File: src/design/ppm_pkg.sv
// Package for the parallel port mode and address block
package ppm_pkg;
    // Register offsets
    localparam logic [3:0]  MODE_OFS      = 4'h0;
    localparam logic [3:0]  ADDR_OFS      = 4'h4;
    localparam logic [3:0]  DATA_OFS      = 4'h8;
    localparam logic [3:0]  CTRL_OFS      = 4'hc;
    // Mode and control register field positions
    localparam int          BUSY_BIT      = 15;
    localparam int          IRQ_LSB       = 13;
    localparam int          STEP_LSB      = 11;
    localparam int          WIDE_BIT      = 10;
    localparam int          PMODE_LSB     = 8;
    localparam int          SETUP_LSB     = 6;
    localparam int          STROBE_LSB    = 2;
    localparam int          END_LSB       = 0;
    localparam int          CSF_LSB       = 6;
    // Reset values
    localparam logic [14:0] MODE_RST      = 15'h0000;
    localparam logic [15:0] ADDR_RST      = 16'h0000;
    localparam logic [1:0]  CSF_RST       = 2'h0;
    // Codes
    localparam logic [1:0]  IRQ_NONE      = 2'h0;
    localparam logic [1:0]  IRQ_EACH      = 2'h1;
    localparam logic [1:0]  IRQ_FOURTH    = 2'h2;
    localparam logic [1:0]  STEP_UP       = 2'h1;
    localparam logic [1:0]  STEP_DOWN     = 2'h2;
    localparam logic [1:0]  STEP_BUF      = 2'h3;
    localparam logic [1:0]  PM_LEGACY     = 2'h0;
    localparam logic [1:0]  PM_ADDRSLV    = 2'h1;
    localparam logic [1:0]  PM_MASTER2    = 2'h2;
    localparam logic [1:0]  PM_MASTER1    = 2'h3;
    localparam logic [1:0]  CSF_BOTH      = 2'h2;
    localparam logic [1:0]  CSF_TWO       = 2'h1;

    // Master cycle phases
    typedef enum logic [3:0] {
        ST_IDLE   = 4'b0001,
        ST_SETUP  = 4'b0010,
        ST_STROBE = 4'b0100,
        ST_END    = 4'b1000
    } ppm_state_e;

    // Register bus request
    typedef struct packed {
        logic [3:0]  addr;
        logic [31:0] wdata;
        logic        wr;
        logic        rd;
    } ppm_req_s;

    // Master pins
    typedef struct packed {
        logic [1:0]  sel;
        logic [13:0] addr;
        logic        rd;
        logic        wr;
        logic        en;
    } ppm_mpins_s;
endpackage

File: src/design/ppm_port.sv
// Parallel port mode, address, master cycle and slave port logic
// Notes on behaviour
// - Master modes: mode bit 15 reads 1 while a transfer runs.
// - Code 10: interrupt on fourth buffer, or slave address 11.
// - Code 01: interrupt at end of every port cycle.
// - Code 00: no interrupt; software never writes code 11.
// - Step code 11 advances slave buffer pointers, legacy slave only.
// - Step code 10 decrements address after every cycle.
// - Step code 01 increments; code 00 leaves address alone.
// - Wide bit selects one 16-bit or one 8-bit transfer.
// - Mode 11: master with direction line and strobe enable.
// - Mode 10: master with separate read and write strobes.
// - Mode 01: slave with select, strobes, 8 data, 2 address lines.
// - Mode 00: slave with select, strobes, 8 data, no address.
// - Setup wait field gives one to four clock periods.
// - Strobe wait 0000: write one period; read setup one, end zero; writes also get setup one, end zero.
// - Address bits used as selects are not stepped.
// - Upper data pins driven and sampled only in wide mode.
// - Bit 15 is select two when field is 10 or 01.
// - Bit 14 is select one only when field is 10.
// - Bits 13 to 0 always drive the address pins.
// - Upper sixteen bits of mode and address read zero.
`timescale 1ns/1ps
`default_nettype none
module ppm_port
    import ppm_pkg::*;
(
    input  wire logic                CLOCK,
    input  wire logic                RESET_N,
    input  wire ppm_pkg::ppm_req_s   REQ,
    output logic [31:0]              RDATA,
    output ppm_pkg::ppm_mpins_s      MPINS,
    output logic                     MASTER_OE,
    input  wire logic [15:0]         PD_IN,
    output logic [15:0]              PD_OUT,
    output logic [15:0]              PD_OE,
    input  wire logic                S_SEL_N,
    input  wire logic                S_RD_N,
    input  wire logic                S_WR_N,
    input  wire logic [1:0]          S_ADDR,
    output logic                     IRQ
);
    import ppm_pkg::*;

    logic [14:0] mode;
    logic [15:0] addr;
    logic [1:0]  select_function_field;
    logic        busy;
    ppm_state_e  state;
    logic [3:0]  cnt;
    logic        is_read;
    logic [15:0] wdat;
    logic [15:0] rdat;
    logic [7:0]  sbuf_in [4];
    logic [7:0]  sbuf_out [4];
    logic [1:0]  rptr;
    logic [1:0]  wptr;
    logic [2:0]  sel_q1, sel_q2, sel_q3;
    logic [1:0]  sa_q1, sa_q2;
    logic [15:0] pd_q1, pd_q2;
    logic        m_done;
    logic        s_rd_ev, s_wr_ev;

    wire logic [1:0] irq_sel = mode[IRQ_LSB+1:IRQ_LSB];
    wire logic [1:0] step    = mode[STEP_LSB+1:STEP_LSB];
    wire logic       wide    = mode[WIDE_BIT];
    wire logic [1:0] pmode   = mode[PMODE_LSB+1:PMODE_LSB];
    wire logic [1:0] setup_w = mode[SETUP_LSB+1:SETUP_LSB];
    wire logic [3:0] strb_w  = mode[STROBE_LSB+3:STROBE_LSB];
    wire logic [1:0] end_w   = mode[END_LSB+1:END_LSB];
    wire logic       master  = pmode[1];
    wire logic       dat_acc = master && (REQ.wr || REQ.rd) && REQ.addr == DATA_OFS && !busy;

    // Top address bits that act as selects are held out of stepping
    function automatic logic [15:0] step_mask(input logic [1:0] f);
        logic [15:0] m;
        m = 16'hffff;
        if (f == CSF_BOTH)
            m = 16'h3fff;
        else if (f == CSF_TWO)
            m = 16'h7fff;
        return m;
    endfunction

    // Register writes; address also stepped by the master engine
    always_ff @(posedge CLOCK or negedge RESET_N) begin
        if (!RESET_N) begin
            mode <= MODE_RST;
            addr <= ADDR_RST;
            select_function_field  <= CSF_RST;
        end else begin
            if (REQ.wr && REQ.addr == MODE_OFS)
                mode <= REQ.wdata[14:0];
            if (REQ.wr && REQ.addr == CTRL_OFS)
                select_function_field <= REQ.wdata[CSF_LSB+1:CSF_LSB];
            if (REQ.wr && REQ.addr == ADDR_OFS) begin
                addr <= REQ.wdata[15:0];
            end else if (m_done) begin
                unique case (step)
                    STEP_UP:   addr <= (addr & ~step_mask(select_function_field)) | ((addr + 16'h0001) & step_mask(select_function_field));
                    STEP_DOWN: addr <= (addr & ~step_mask(select_function_field)) | ((addr - 16'h0001) & step_mask(select_function_field));
                    default:   addr <= addr;
                endcase
            end
        end
    end

    // Master cycle sequencer, counts are in clock periods
    always_ff @(posedge CLOCK or negedge RESET_N) begin
        if (!RESET_N) begin
            state   <= ST_IDLE;
            cnt     <= 4'h0;
            busy    <= 1'b0;
            is_read <= 1'b0;
            wdat    <= 16'h0000;
        end else begin
            unique case (state)
                ST_IDLE: begin
                    if (dat_acc) begin
                        busy    <= 1'b1;
                        is_read <= REQ.rd;
                        wdat    <= REQ.wdata[15:0];
                        state   <= ST_SETUP;
                        cnt     <= (strb_w == 4'h0) ? 4'h0 : {2'b00, setup_w};
                    end
                end
                ST_SETUP: begin
                    if (cnt == 4'h0) begin
                        state <= ST_STROBE;
                        cnt   <= (strb_w == 4'h0) ? 4'h0 : strb_w - 4'h1;
                    end else
                        cnt <= cnt - 4'h1;
                end
                ST_STROBE: begin
                    if (cnt == 4'h0) begin
                        if (strb_w == 4'h0 || end_w == 2'h0) begin
                            state <= ST_IDLE;
                            busy  <= 1'b0;
                        end else begin
                            state <= ST_END;
                            cnt   <= {2'b00, end_w} - 4'h1;
                        end
                    end else
                        cnt <= cnt - 4'h1;
                end
                ST_END: begin
                    if (cnt == 4'h0) begin
                        state <= ST_IDLE;
                        busy  <= 1'b0;
                    end else
                        cnt <= cnt - 4'h1;
                end
            endcase
        end
    end

    assign m_done = (state == ST_STROBE && cnt == 4'h0 && (strb_w == 4'h0 || end_w == 2'h0))
                 || (state == ST_END && cnt == 4'h0);

    // Pin synchronisers; slave strobes are asynchronous to the clock
    always_ff @(posedge CLOCK or negedge RESET_N) begin
        if (!RESET_N) begin
            sel_q1 <= 3'h7;
            sel_q2 <= 3'h7;
            sel_q3 <= 3'h7;
            sa_q1  <= 2'h0;
            sa_q2  <= 2'h0;
            pd_q1  <= 16'h0000;
            pd_q2  <= 16'h0000;
        end else begin
            sel_q1 <= {S_SEL_N, S_RD_N, S_WR_N};
            sel_q2 <= sel_q1;
            sel_q3 <= sel_q2;
            sa_q1  <= S_ADDR;
            sa_q2  <= sa_q1;
            pd_q1  <= PD_IN;
            pd_q2  <= pd_q1;
        end
    end

    // Access ends on strobe rise while selected
    assign s_rd_ev = !master && !sel_q3[2] && !sel_q3[1] && sel_q2[1];
    assign s_wr_ev = !master && !sel_q3[2] && !sel_q3[0] && sel_q2[0];

    // slave buffers, addressed or pointer driven
    wire logic [1:0] widx = (pmode == PM_ADDRSLV) ? sa_q2 : wptr;
    wire logic [1:0] ridx = (pmode == PM_ADDRSLV) ? sa_q2 : rptr;
    always_ff @(posedge CLOCK or negedge RESET_N) begin
        if (!RESET_N) begin
            rptr <= 2'h0;
            wptr <= 2'h0;
            for (int i = 0; i < 4; i++) begin
                sbuf_in[i]  <= 8'h00;
                sbuf_out[i] <= 8'h00;
            end
        end else begin
            if (s_wr_ev)
                sbuf_in[widx] <= pd_q2[7:0];
            if (!master && REQ.wr && REQ.addr == DATA_OFS)
                sbuf_out[REQ.wdata[9:8]] <= REQ.wdata[7:0];
            if (pmode == PM_LEGACY && step == STEP_BUF) begin
                if (s_wr_ev)
                    wptr <= wptr + 2'h1;
                if (s_rd_ev)
                    rptr <= rptr + 2'h1;
            end
        end
    end

    // Read capture at cycle end, after any end wait
    always_ff @(posedge CLOCK or negedge RESET_N) begin
        if (!RESET_N)
            rdat <= 16'h0000;
        else if (m_done && is_read)
            // upper lane sampled only when wide
            rdat <= wide ? pd_q2 : {8'h00, pd_q2[7:0]};
    end

    // Interrupt pulse selection
    always_ff @(posedge CLOCK or negedge RESET_N) begin
        if (!RESET_N)
            IRQ <= 1'b0;
        else begin
            unique case (irq_sel)
                IRQ_EACH:   IRQ <= m_done || s_rd_ev || s_wr_ev;
                IRQ_FOURTH: IRQ <= (pmode == PM_ADDRSLV) ? ((s_rd_ev || s_wr_ev) && sa_q2 == 2'h3)
                                 : ((s_rd_ev && rptr == 2'h3) || (s_wr_ev && wptr == 2'h3));
                default:    IRQ <= 1'b0;
            endcase
        end
    end

    // Register read data, one cycle after strobe
    always_ff @(posedge CLOCK or negedge RESET_N) begin
        if (!RESET_N)
            RDATA <= 32'h0000_0000;
        else if (REQ.rd) begin
            unique case (REQ.addr)
                MODE_OFS: RDATA <= {16'h0000, busy && master, mode};
                ADDR_OFS: RDATA <= {16'h0000, addr};
                DATA_OFS: RDATA <= master ? {16'h0000, rdat} : {24'h000000, sbuf_in[ridx]};
                CTRL_OFS: RDATA <= {24'h000000, select_function_field, 6'h00};
                default:  RDATA <= 32'h0000_0000;
            endcase
        end
    end

    // Master pin drive; selects and strobes are active high here
    wire logic in_strobe = state == ST_STROBE;
    always_comb begin
        MASTER_OE   = master;
        MPINS.addr  = addr[13:0];
        MPINS.sel   = {(select_function_field == CSF_BOTH || select_function_field == CSF_TWO) && addr[15], select_function_field == CSF_BOTH && addr[14]};
        if (pmode == PM_MASTER1) begin
            MPINS.rd = busy && is_read;
            MPINS.wr = 1'b0;
            MPINS.en = in_strobe;
        end else begin
            MPINS.rd = in_strobe && is_read;
            MPINS.wr = in_strobe && !is_read;
            MPINS.en = 1'b0;
        end
        PD_OUT = master ? wdat : {8'h00, sbuf_out[ridx]};
        PD_OE  = 16'h0000;
        if (master && busy && !is_read)
            PD_OE = wide ? 16'hffff : 16'h00ff;
        else if (!master && !sel_q2[2] && !sel_q2[1])
            PD_OE = 16'h00ff;
    end

    // Checks
    a_busy_bit: assert property (@(posedge CLOCK) disable iff (!RESET_N)
        REQ.rd && REQ.addr == MODE_OFS |=> RDATA[BUSY_BIT] == $past(busy && master))
        else $error("busy bit wrong");
    a_busy_start: assert property (@(posedge CLOCK) disable iff (!RESET_N)
        dat_acc |=> busy)
        else $error("busy not set");
    a_fast_write: assert property (@(posedge CLOCK) disable iff (!RESET_N)
        dat_acc && REQ.wr && strb_w == 4'h0 |=> ##2 !busy)
        else $error("short cycle length wrong");
    a_upper_zero: assert property (@(posedge CLOCK) disable iff (!RESET_N)
        REQ.rd && (REQ.addr == MODE_OFS || REQ.addr == ADDR_OFS) |=> RDATA[31:16] == 16'h0000)
        else $error("upper half not zero");
    a_step_up: assert property (@(posedge CLOCK) disable iff (!RESET_N)
        m_done && step == STEP_UP && select_function_field == 2'h0 && !REQ.wr |=> addr == $past(addr) + 16'h0001)
        else $error("increment wrong");
    a_step_down: assert property (@(posedge CLOCK) disable iff (!RESET_N)
        m_done && step == STEP_DOWN && select_function_field == 2'h0 && !REQ.wr |=> addr == $past(addr) - 16'h0001)
        else $error("decrement wrong");
    a_sel_keep: assert property (@(posedge CLOCK) disable iff (!RESET_N)
        m_done && select_function_field == CSF_BOTH && !REQ.wr |=> addr[15:14] == $past(addr[15:14]))
        else $error("select bits stepped");
    a_narrow_pins: assert property (@(posedge CLOCK) disable iff (!RESET_N)
        !wide |-> PD_OE[15:8] == 8'h00)
        else $error("upper lane driven");
    a_irq_none: assert property (@(posedge CLOCK) disable iff (!RESET_N)
        irq_sel == IRQ_NONE |=> !IRQ)
        else $error("irq in mode none");
    a_irq_each: assert property (@(posedge CLOCK) disable iff (!RESET_N)
        irq_sel == IRQ_EACH && m_done |=> IRQ)
        else $error("irq missing");
    c_master_rd: cover property (@(posedge CLOCK) disable iff (!RESET_N) dat_acc && REQ.rd);
    c_master_wr: cover property (@(posedge CLOCK) disable iff (!RESET_N) dat_acc && REQ.wr);
    c_slave_wr:  cover property (@(posedge CLOCK) disable iff (!RESET_N) s_wr_ev);
    c_irq4:      cover property (@(posedge CLOCK) disable iff (!RESET_N) irq_sel == IRQ_FOURTH && IRQ);
    c_legacy_rd: cover property (@(posedge CLOCK) disable iff (!RESET_N) s_rd_ev && pmode == PM_LEGACY);

    // Cycle shape, pin use and slave buffers; mode is assumed steady within a cycle
    a_setup_four: assert property (@(posedge CLOCK) disable iff (!RESET_N)
        $rose(busy) && strb_w != 4'h0 && setup_w == 2'h3 |-> !in_strobe [*4] ##1 in_strobe)
        else $error("setup of four wrong");
    a_setup_one: assert property (@(posedge CLOCK) disable iff (!RESET_N)
        $rose(busy) && strb_w != 4'h0 && setup_w == 2'h0 |-> !in_strobe ##1 in_strobe)
        else $error("setup of one wrong");
    a_idle_strobes: assert property (@(posedge CLOCK) disable iff (!RESET_N)
        !busy |-> !MPINS.rd && !MPINS.wr && !MPINS.en)
        else $error("strobe outside cycle");
    a_dir_steady: assert property (@(posedge CLOCK) disable iff (!RESET_N)
        pmode == PM_MASTER1 && busy && $past(busy) && $stable(mode) |-> $stable(MPINS.rd))
        else $error("direction line moved");
    a_sep_strobes: assert property (@(posedge CLOCK) disable iff (!RESET_N)
        pmode == PM_MASTER2 |-> !MPINS.en)
        else $error("enable used in mode 10");
    a_wide_drive: assert property (@(posedge CLOCK) disable iff (!RESET_N)
        master && busy && !is_read && wide |-> PD_OE == 16'hffff)
        else $error("wide write not driven");
    a_narrow_read: assert property (@(posedge CLOCK) disable iff (!RESET_N)
        m_done && is_read && !wide |=> rdat[15:8] == 8'h00)
        else $error("upper lane sampled");
    a_no_sel: assert property (@(posedge CLOCK) disable iff (!RESET_N)
        select_function_field == 2'h0 |-> MPINS.sel == 2'h0)
        else $error("select without field");
    a_sel_one: assert property (@(posedge CLOCK) disable iff (!RESET_N)
        select_function_field != CSF_BOTH |-> !MPINS.sel[0])
        else $error("select one misused");
    a_addr_held: assert property (@(posedge CLOCK) disable iff (!RESET_N)
        busy && !(REQ.wr && REQ.addr == ADDR_OFS) |=> $stable(addr) || !busy)
        else $error("address moved mid cycle");
    a_busy_clear: assert property (@(posedge CLOCK) disable iff (!RESET_N)
        m_done |=> !busy)
        else $error("busy not cleared");
    a_ptr_step: assert property (@(posedge CLOCK) disable iff (!RESET_N)
        s_wr_ev && pmode == PM_LEGACY && step == STEP_BUF |=> wptr == $past(wptr) + 2'h1)
        else $error("write pointer not stepped");
    a_ptr_hold: assert property (@(posedge CLOCK) disable iff (!RESET_N)
        pmode != PM_LEGACY |=> $stable(rptr) && $stable(wptr))
        else $error("pointer moved outside legacy");
    a_irq_addr: assert property (@(posedge CLOCK) disable iff (!RESET_N)
        irq_sel == IRQ_FOURTH && pmode == PM_ADDRSLV && s_wr_ev && sa_q2 == 2'h3 |=> IRQ)
        else $error("address irq missing");
    a_irq_legacy: assert property (@(posedge CLOCK) disable iff (!RESET_N)
        irq_sel == IRQ_FOURTH && pmode == PM_LEGACY && s_wr_ev && wptr == 2'h3 |=> IRQ)
        else $error("fourth buffer irq missing");
    a_slave_lane: assert property (@(posedge CLOCK) disable iff (!RESET_N)
        !master |-> PD_OE[15:8] == 8'h00)
        else $error("slave drives upper lane");
endmodule
`default_nettype wire

File: config.mk
export PLATFORM = sky130hd
export DESIGN_NAME = ppm_port
export DESIGN_NICKNAME = d
export VERILOG_FILES = /design/src/design/ppm_pkg.sv /design/src/design/ppm_port.sv
export SDC_FILE = /design/constraint.sdc
export NUM_CORES = 1
export LEC_CHECK = 0
export CAP_MARGIN = 10
export CORE_MARGIN = 10
export CORE_UTILIZATION = 60
export CTS_CLUSTER_SIZE = 30
export DETAILED_ROUTE_END_ITERATION = 16
export DONT_BUFFER_PORTS = 1
export GPL_TIMING_DRIVEN = 0
export PLACE_DENSITY_LB_ADDON = 0.2
export REMOVE_ABC_BUFFERS = 1
export SYNTH_ARGS = -nofsm -noshare
export SYNTH_HDL_FRONTEND = slang
export SYNTH_SLANG_ARGS = --single-unit
File: constraint.sdc
create_clock -name CLOCK -period 3.5 [get_ports CLOCK]
set_clock_uncertainty 0.1 [all_clocks]
set_input_delay 0.525 -clock CLOCK [delete_from_list [all_inputs] [get_ports CLOCK]]
set_output_delay 0.525 -clock CLOCK [all_outputs]
set_load 0.05 [all_outputs]
==> impl_metrics.ini <==
[outcome]
status = finished, violations left
violations = hold timing, setup timing

[critical_path]
worstPathArrival_ns = 2.89
r2r_start = mode[9]
reg2reg_depth = 5
end_kind = primary output
crit_required_ns = 2.87
crit_fanout = 7
start_kind = flop
cp-startpoint = mode[9]
crit_type = flop to primary output
reg2reg_slack_ns = 0.04

[finish]
fillers = 1134
diodes = 0
design_area_um2 = 11000
layout-drive-gt1-share_pct = 27.8
syn_to_final_growth_pct = 12.3
nets = 882

[global_route]
grt_pass1_vias = 6840
antenna_found_initial = 0
grt_pass1_wl_mm = 38.5
grt_max_degree = 206
overflow = 0
grt_util_all_layers_pct = 22.0

[routing]
dr.pass1.iters = 6
drtIter0Drc = 616
drc_errors = 0
met3_wirelength_mm = 1.92
wirelength_mm = 24.4
via_count = 6519
wl_met2_mm = 11.8
viasPerCell = 6.27
met1Wirelength_mm = 10.0
topRoutingLayerUsed = met4
ant_nets = 0
wire_per_inst_um = 23.4

[timing]
holdWs_ns = -0.379
slew_headroom_pct = 20.3
fin_crit_sh_pct = 100
fin_crit_ns = 3.51
rsz0062_at_grt = yes
finalSetupViolCount = 4
maxSlewViolCount = 0
tightest_slew_ns = 1.19
final-hold-violation-count = 204
fmax_mhz = 285
setup_slack_ns = -0.0128

[clocking]
htreeDepth = 1
cts_root_buf = clkbuf_16
path_clk_slew_ns = 0.06
cts_tree = built
cts_max_path_buffers = 3
numCtsBuffers = 22
cts.sinks = 205
ctsHoldBuffers = 22
clk_latency_ns = 0.53

[synthesis]
synth-compound-area-share_pct = 9.08
syn_area_um2 = 9750
synth.avg_cell_area_um2 = 12.1
synth_top_family_by_area = multiplexers
ys_seq_elements = 205
syn_inst = 807
ys.flop_type = dfrtp_1
synth_area_leaders = dfrtp_1 50%, mux2_2 14%, mux4_2 3.7%
synthMuxAreaShare_pct = 17.9
ys_seq_area_share_pct = 52.7
yosys.area_share.simple_pct = 11.7
async_flop_share_pct = 100
synthXorXnorAreaFrac_pct = 0.975
ys_warn_count = 0
synth_adder_area_share_pct = 1.67
yosys.area.top_type_share_pct = 50.0
synth_edf_count = 0
yosysTopAreaCell = dfrtp_1
ys_types = 75

[place]
post_dp_cell_area_um2 = 9810
gp_congestion = 0.871
io_buffers = 0
hpwl_mm = 16.0
pre_cts_slack_ns = -0.114

[die]
placeableCoreArea_um2 = 15900
dieArea_um2 = 21800
die_h_um = 148
core.rowCount = 46
die_x_um = 148
io_pins = 146
start_util_pct = 61.4

[job]
maxCapViolCount = 0

[hold_path]
min-delay-path-class = primary input to asynchronous set/reset pin

[power_and_ir_drop]
p_leak_uw = 0.00481
power.density_nw_per_um2 = 631
peakVddDrop_mv = 0.521
-- synthesized netlist by cell type (all sizes together), types with 5 or more instances --
cell	n
a221oi	8
o31ai	5
a31oi	13
and2	13
clkbuf	30
nand2b	7
dfstp	10
nand3	11
a221o	6
nand2	46
nor4b	5
a211oi	5
nor3	8
mux2	117
inv	16
ha	13
mux4	16
dfrtp	195
buf	56
nor2	48
nor4	8
or3	12
xnor2	9
o21ai	31
a21oi	24
a222oi	6
nor2b	9
nor3b	10
mux2i	6
-- metal layers --
metal / vias up / track usage (%)
met5: - / 0
met4: 0 / 6.24
met3: 38 / 5.68
met2: 217 / 36.5
met1: 3371 / 27.9
li1: 2893 / -
-- final timing paths --
kind | to
worst max-delay path | PD_OUT[6]
worst min-delay path | wdat[10]
worst max register to register | wdat[0]
worst min register to register | pd_q2[5]
max in group asynchronous | state[0]
min in group CLOCK | addr[1]
-- cell type report --
class | instances | area, µm² | area share (%)
clock buffer | 36 | 653 | 5.96
clock inverter | 4 | 45.0 | 0.411
inverter | 17 | 63.8 | 0.583
multi-input combinational | 514 | 4200 | 38.3
sequential | 205 | 5150 | 47.0
tap | 216 | 270 | 2.47
timing repair buffer | 48 | 578 | 5.28
-- worst max-delay path, cell delays in order, from the launching register on --
cell     delay [ns]
dfrtp_4        0.61
buf_16         0.19
nor2b_4        0.16
mux2i_4        0.33
buf_12         0.18
mux4_2         0.51
mux2_4         0.38
-- cells in the final DEF, fill, tap and decap left out, types with 5 or more instances in the layout --
cell type / n
mux2_2: 109
o21ai_0: 27
dfrtp_1: 194
or3_1: 11
dfstp_2: 10
buf_4: 10
nand2b_1: 7
clkbuf_16: 23
and2_1: 13
nand2_1: 46
dlygate4sd3_1: 22
conb_1: 16
a221oi_1: 8
nor2b_1: 7
a222oi_1: 6
nor2_1: 48
clkbuf_8: 5
inv_1: 16
nor3b_1: 8
a21oi_1: 24
nand3_1: 11
mux2_4: 8
nor3_1: 7
a221o_1: 5
a31oi_1: 13
mux4_2: 16
xnor2_1: 9
nor4_1: 7
clkbuf_1: 9
ha_1: 13
-- sequential cells by signal (all words and copies together), names as in the netlist, named ones only --
signal	count
cnt	4
sa_q2	2
sbuf_out	32
sbuf_in	32
RDATA	16
rdat	16
state	4
is_read	1
pd_q2	16
IRQ	1
sel_q1	3
wptr	2
pd_q1	16
wdat	16
sel_q3	3
rptr	2
mode	15
sa_q1	2
busy	1
select_function_field	2
sel_q2	3
addr	14
-- stage by stage --
step	setup TNS [ns]	utilization (%)	std cells	power (µW)	hold slack, ns
after floorplan	-67.31	-	736	4120	0.129
after global placement	-145.53	60.2	952	4360	0.139
after detailed placement	-0.752	61.7	962	4550	0.139
after CTS	-0.207	68.9	1039	6970	-0.414
after global routing	-0.561	68.9	1040	7210	-0.414
final	-0.0336	68.9	1040	6920	-0.379
-- power by group --
part | total [µW] | switching, µW | internal, µW
clock | 2210 | 930 | 1280
sequential | 3170 | 504 | 2660
combinational | 1530 | 792 | 742
-- what timing repair did --
| item | 4_1_cts | 5_1_grt |
|---|---|---|
| pin swaps | 0 | 0 |
| setup buffers | 13 | 3 |
| resized for setup | 15 | 7 |
| endpoints found under the hold margin | 233 | 205 |
| gates cloned | 2 | 1 |
| setup endpoints to repair | 8 | 34 |
-- logic make-up after synthesis --
group                      after synthesis
AOI/OAI and AO/OA                      128
other                                    1
DFF                                    205
adders and majority gates               13
buffers and inverters                  103
muxes                                  139
and+or+nand+nor                        208
xor gates and xnor gates                10
Note: power is estimated with default switching activity, not from simulation.
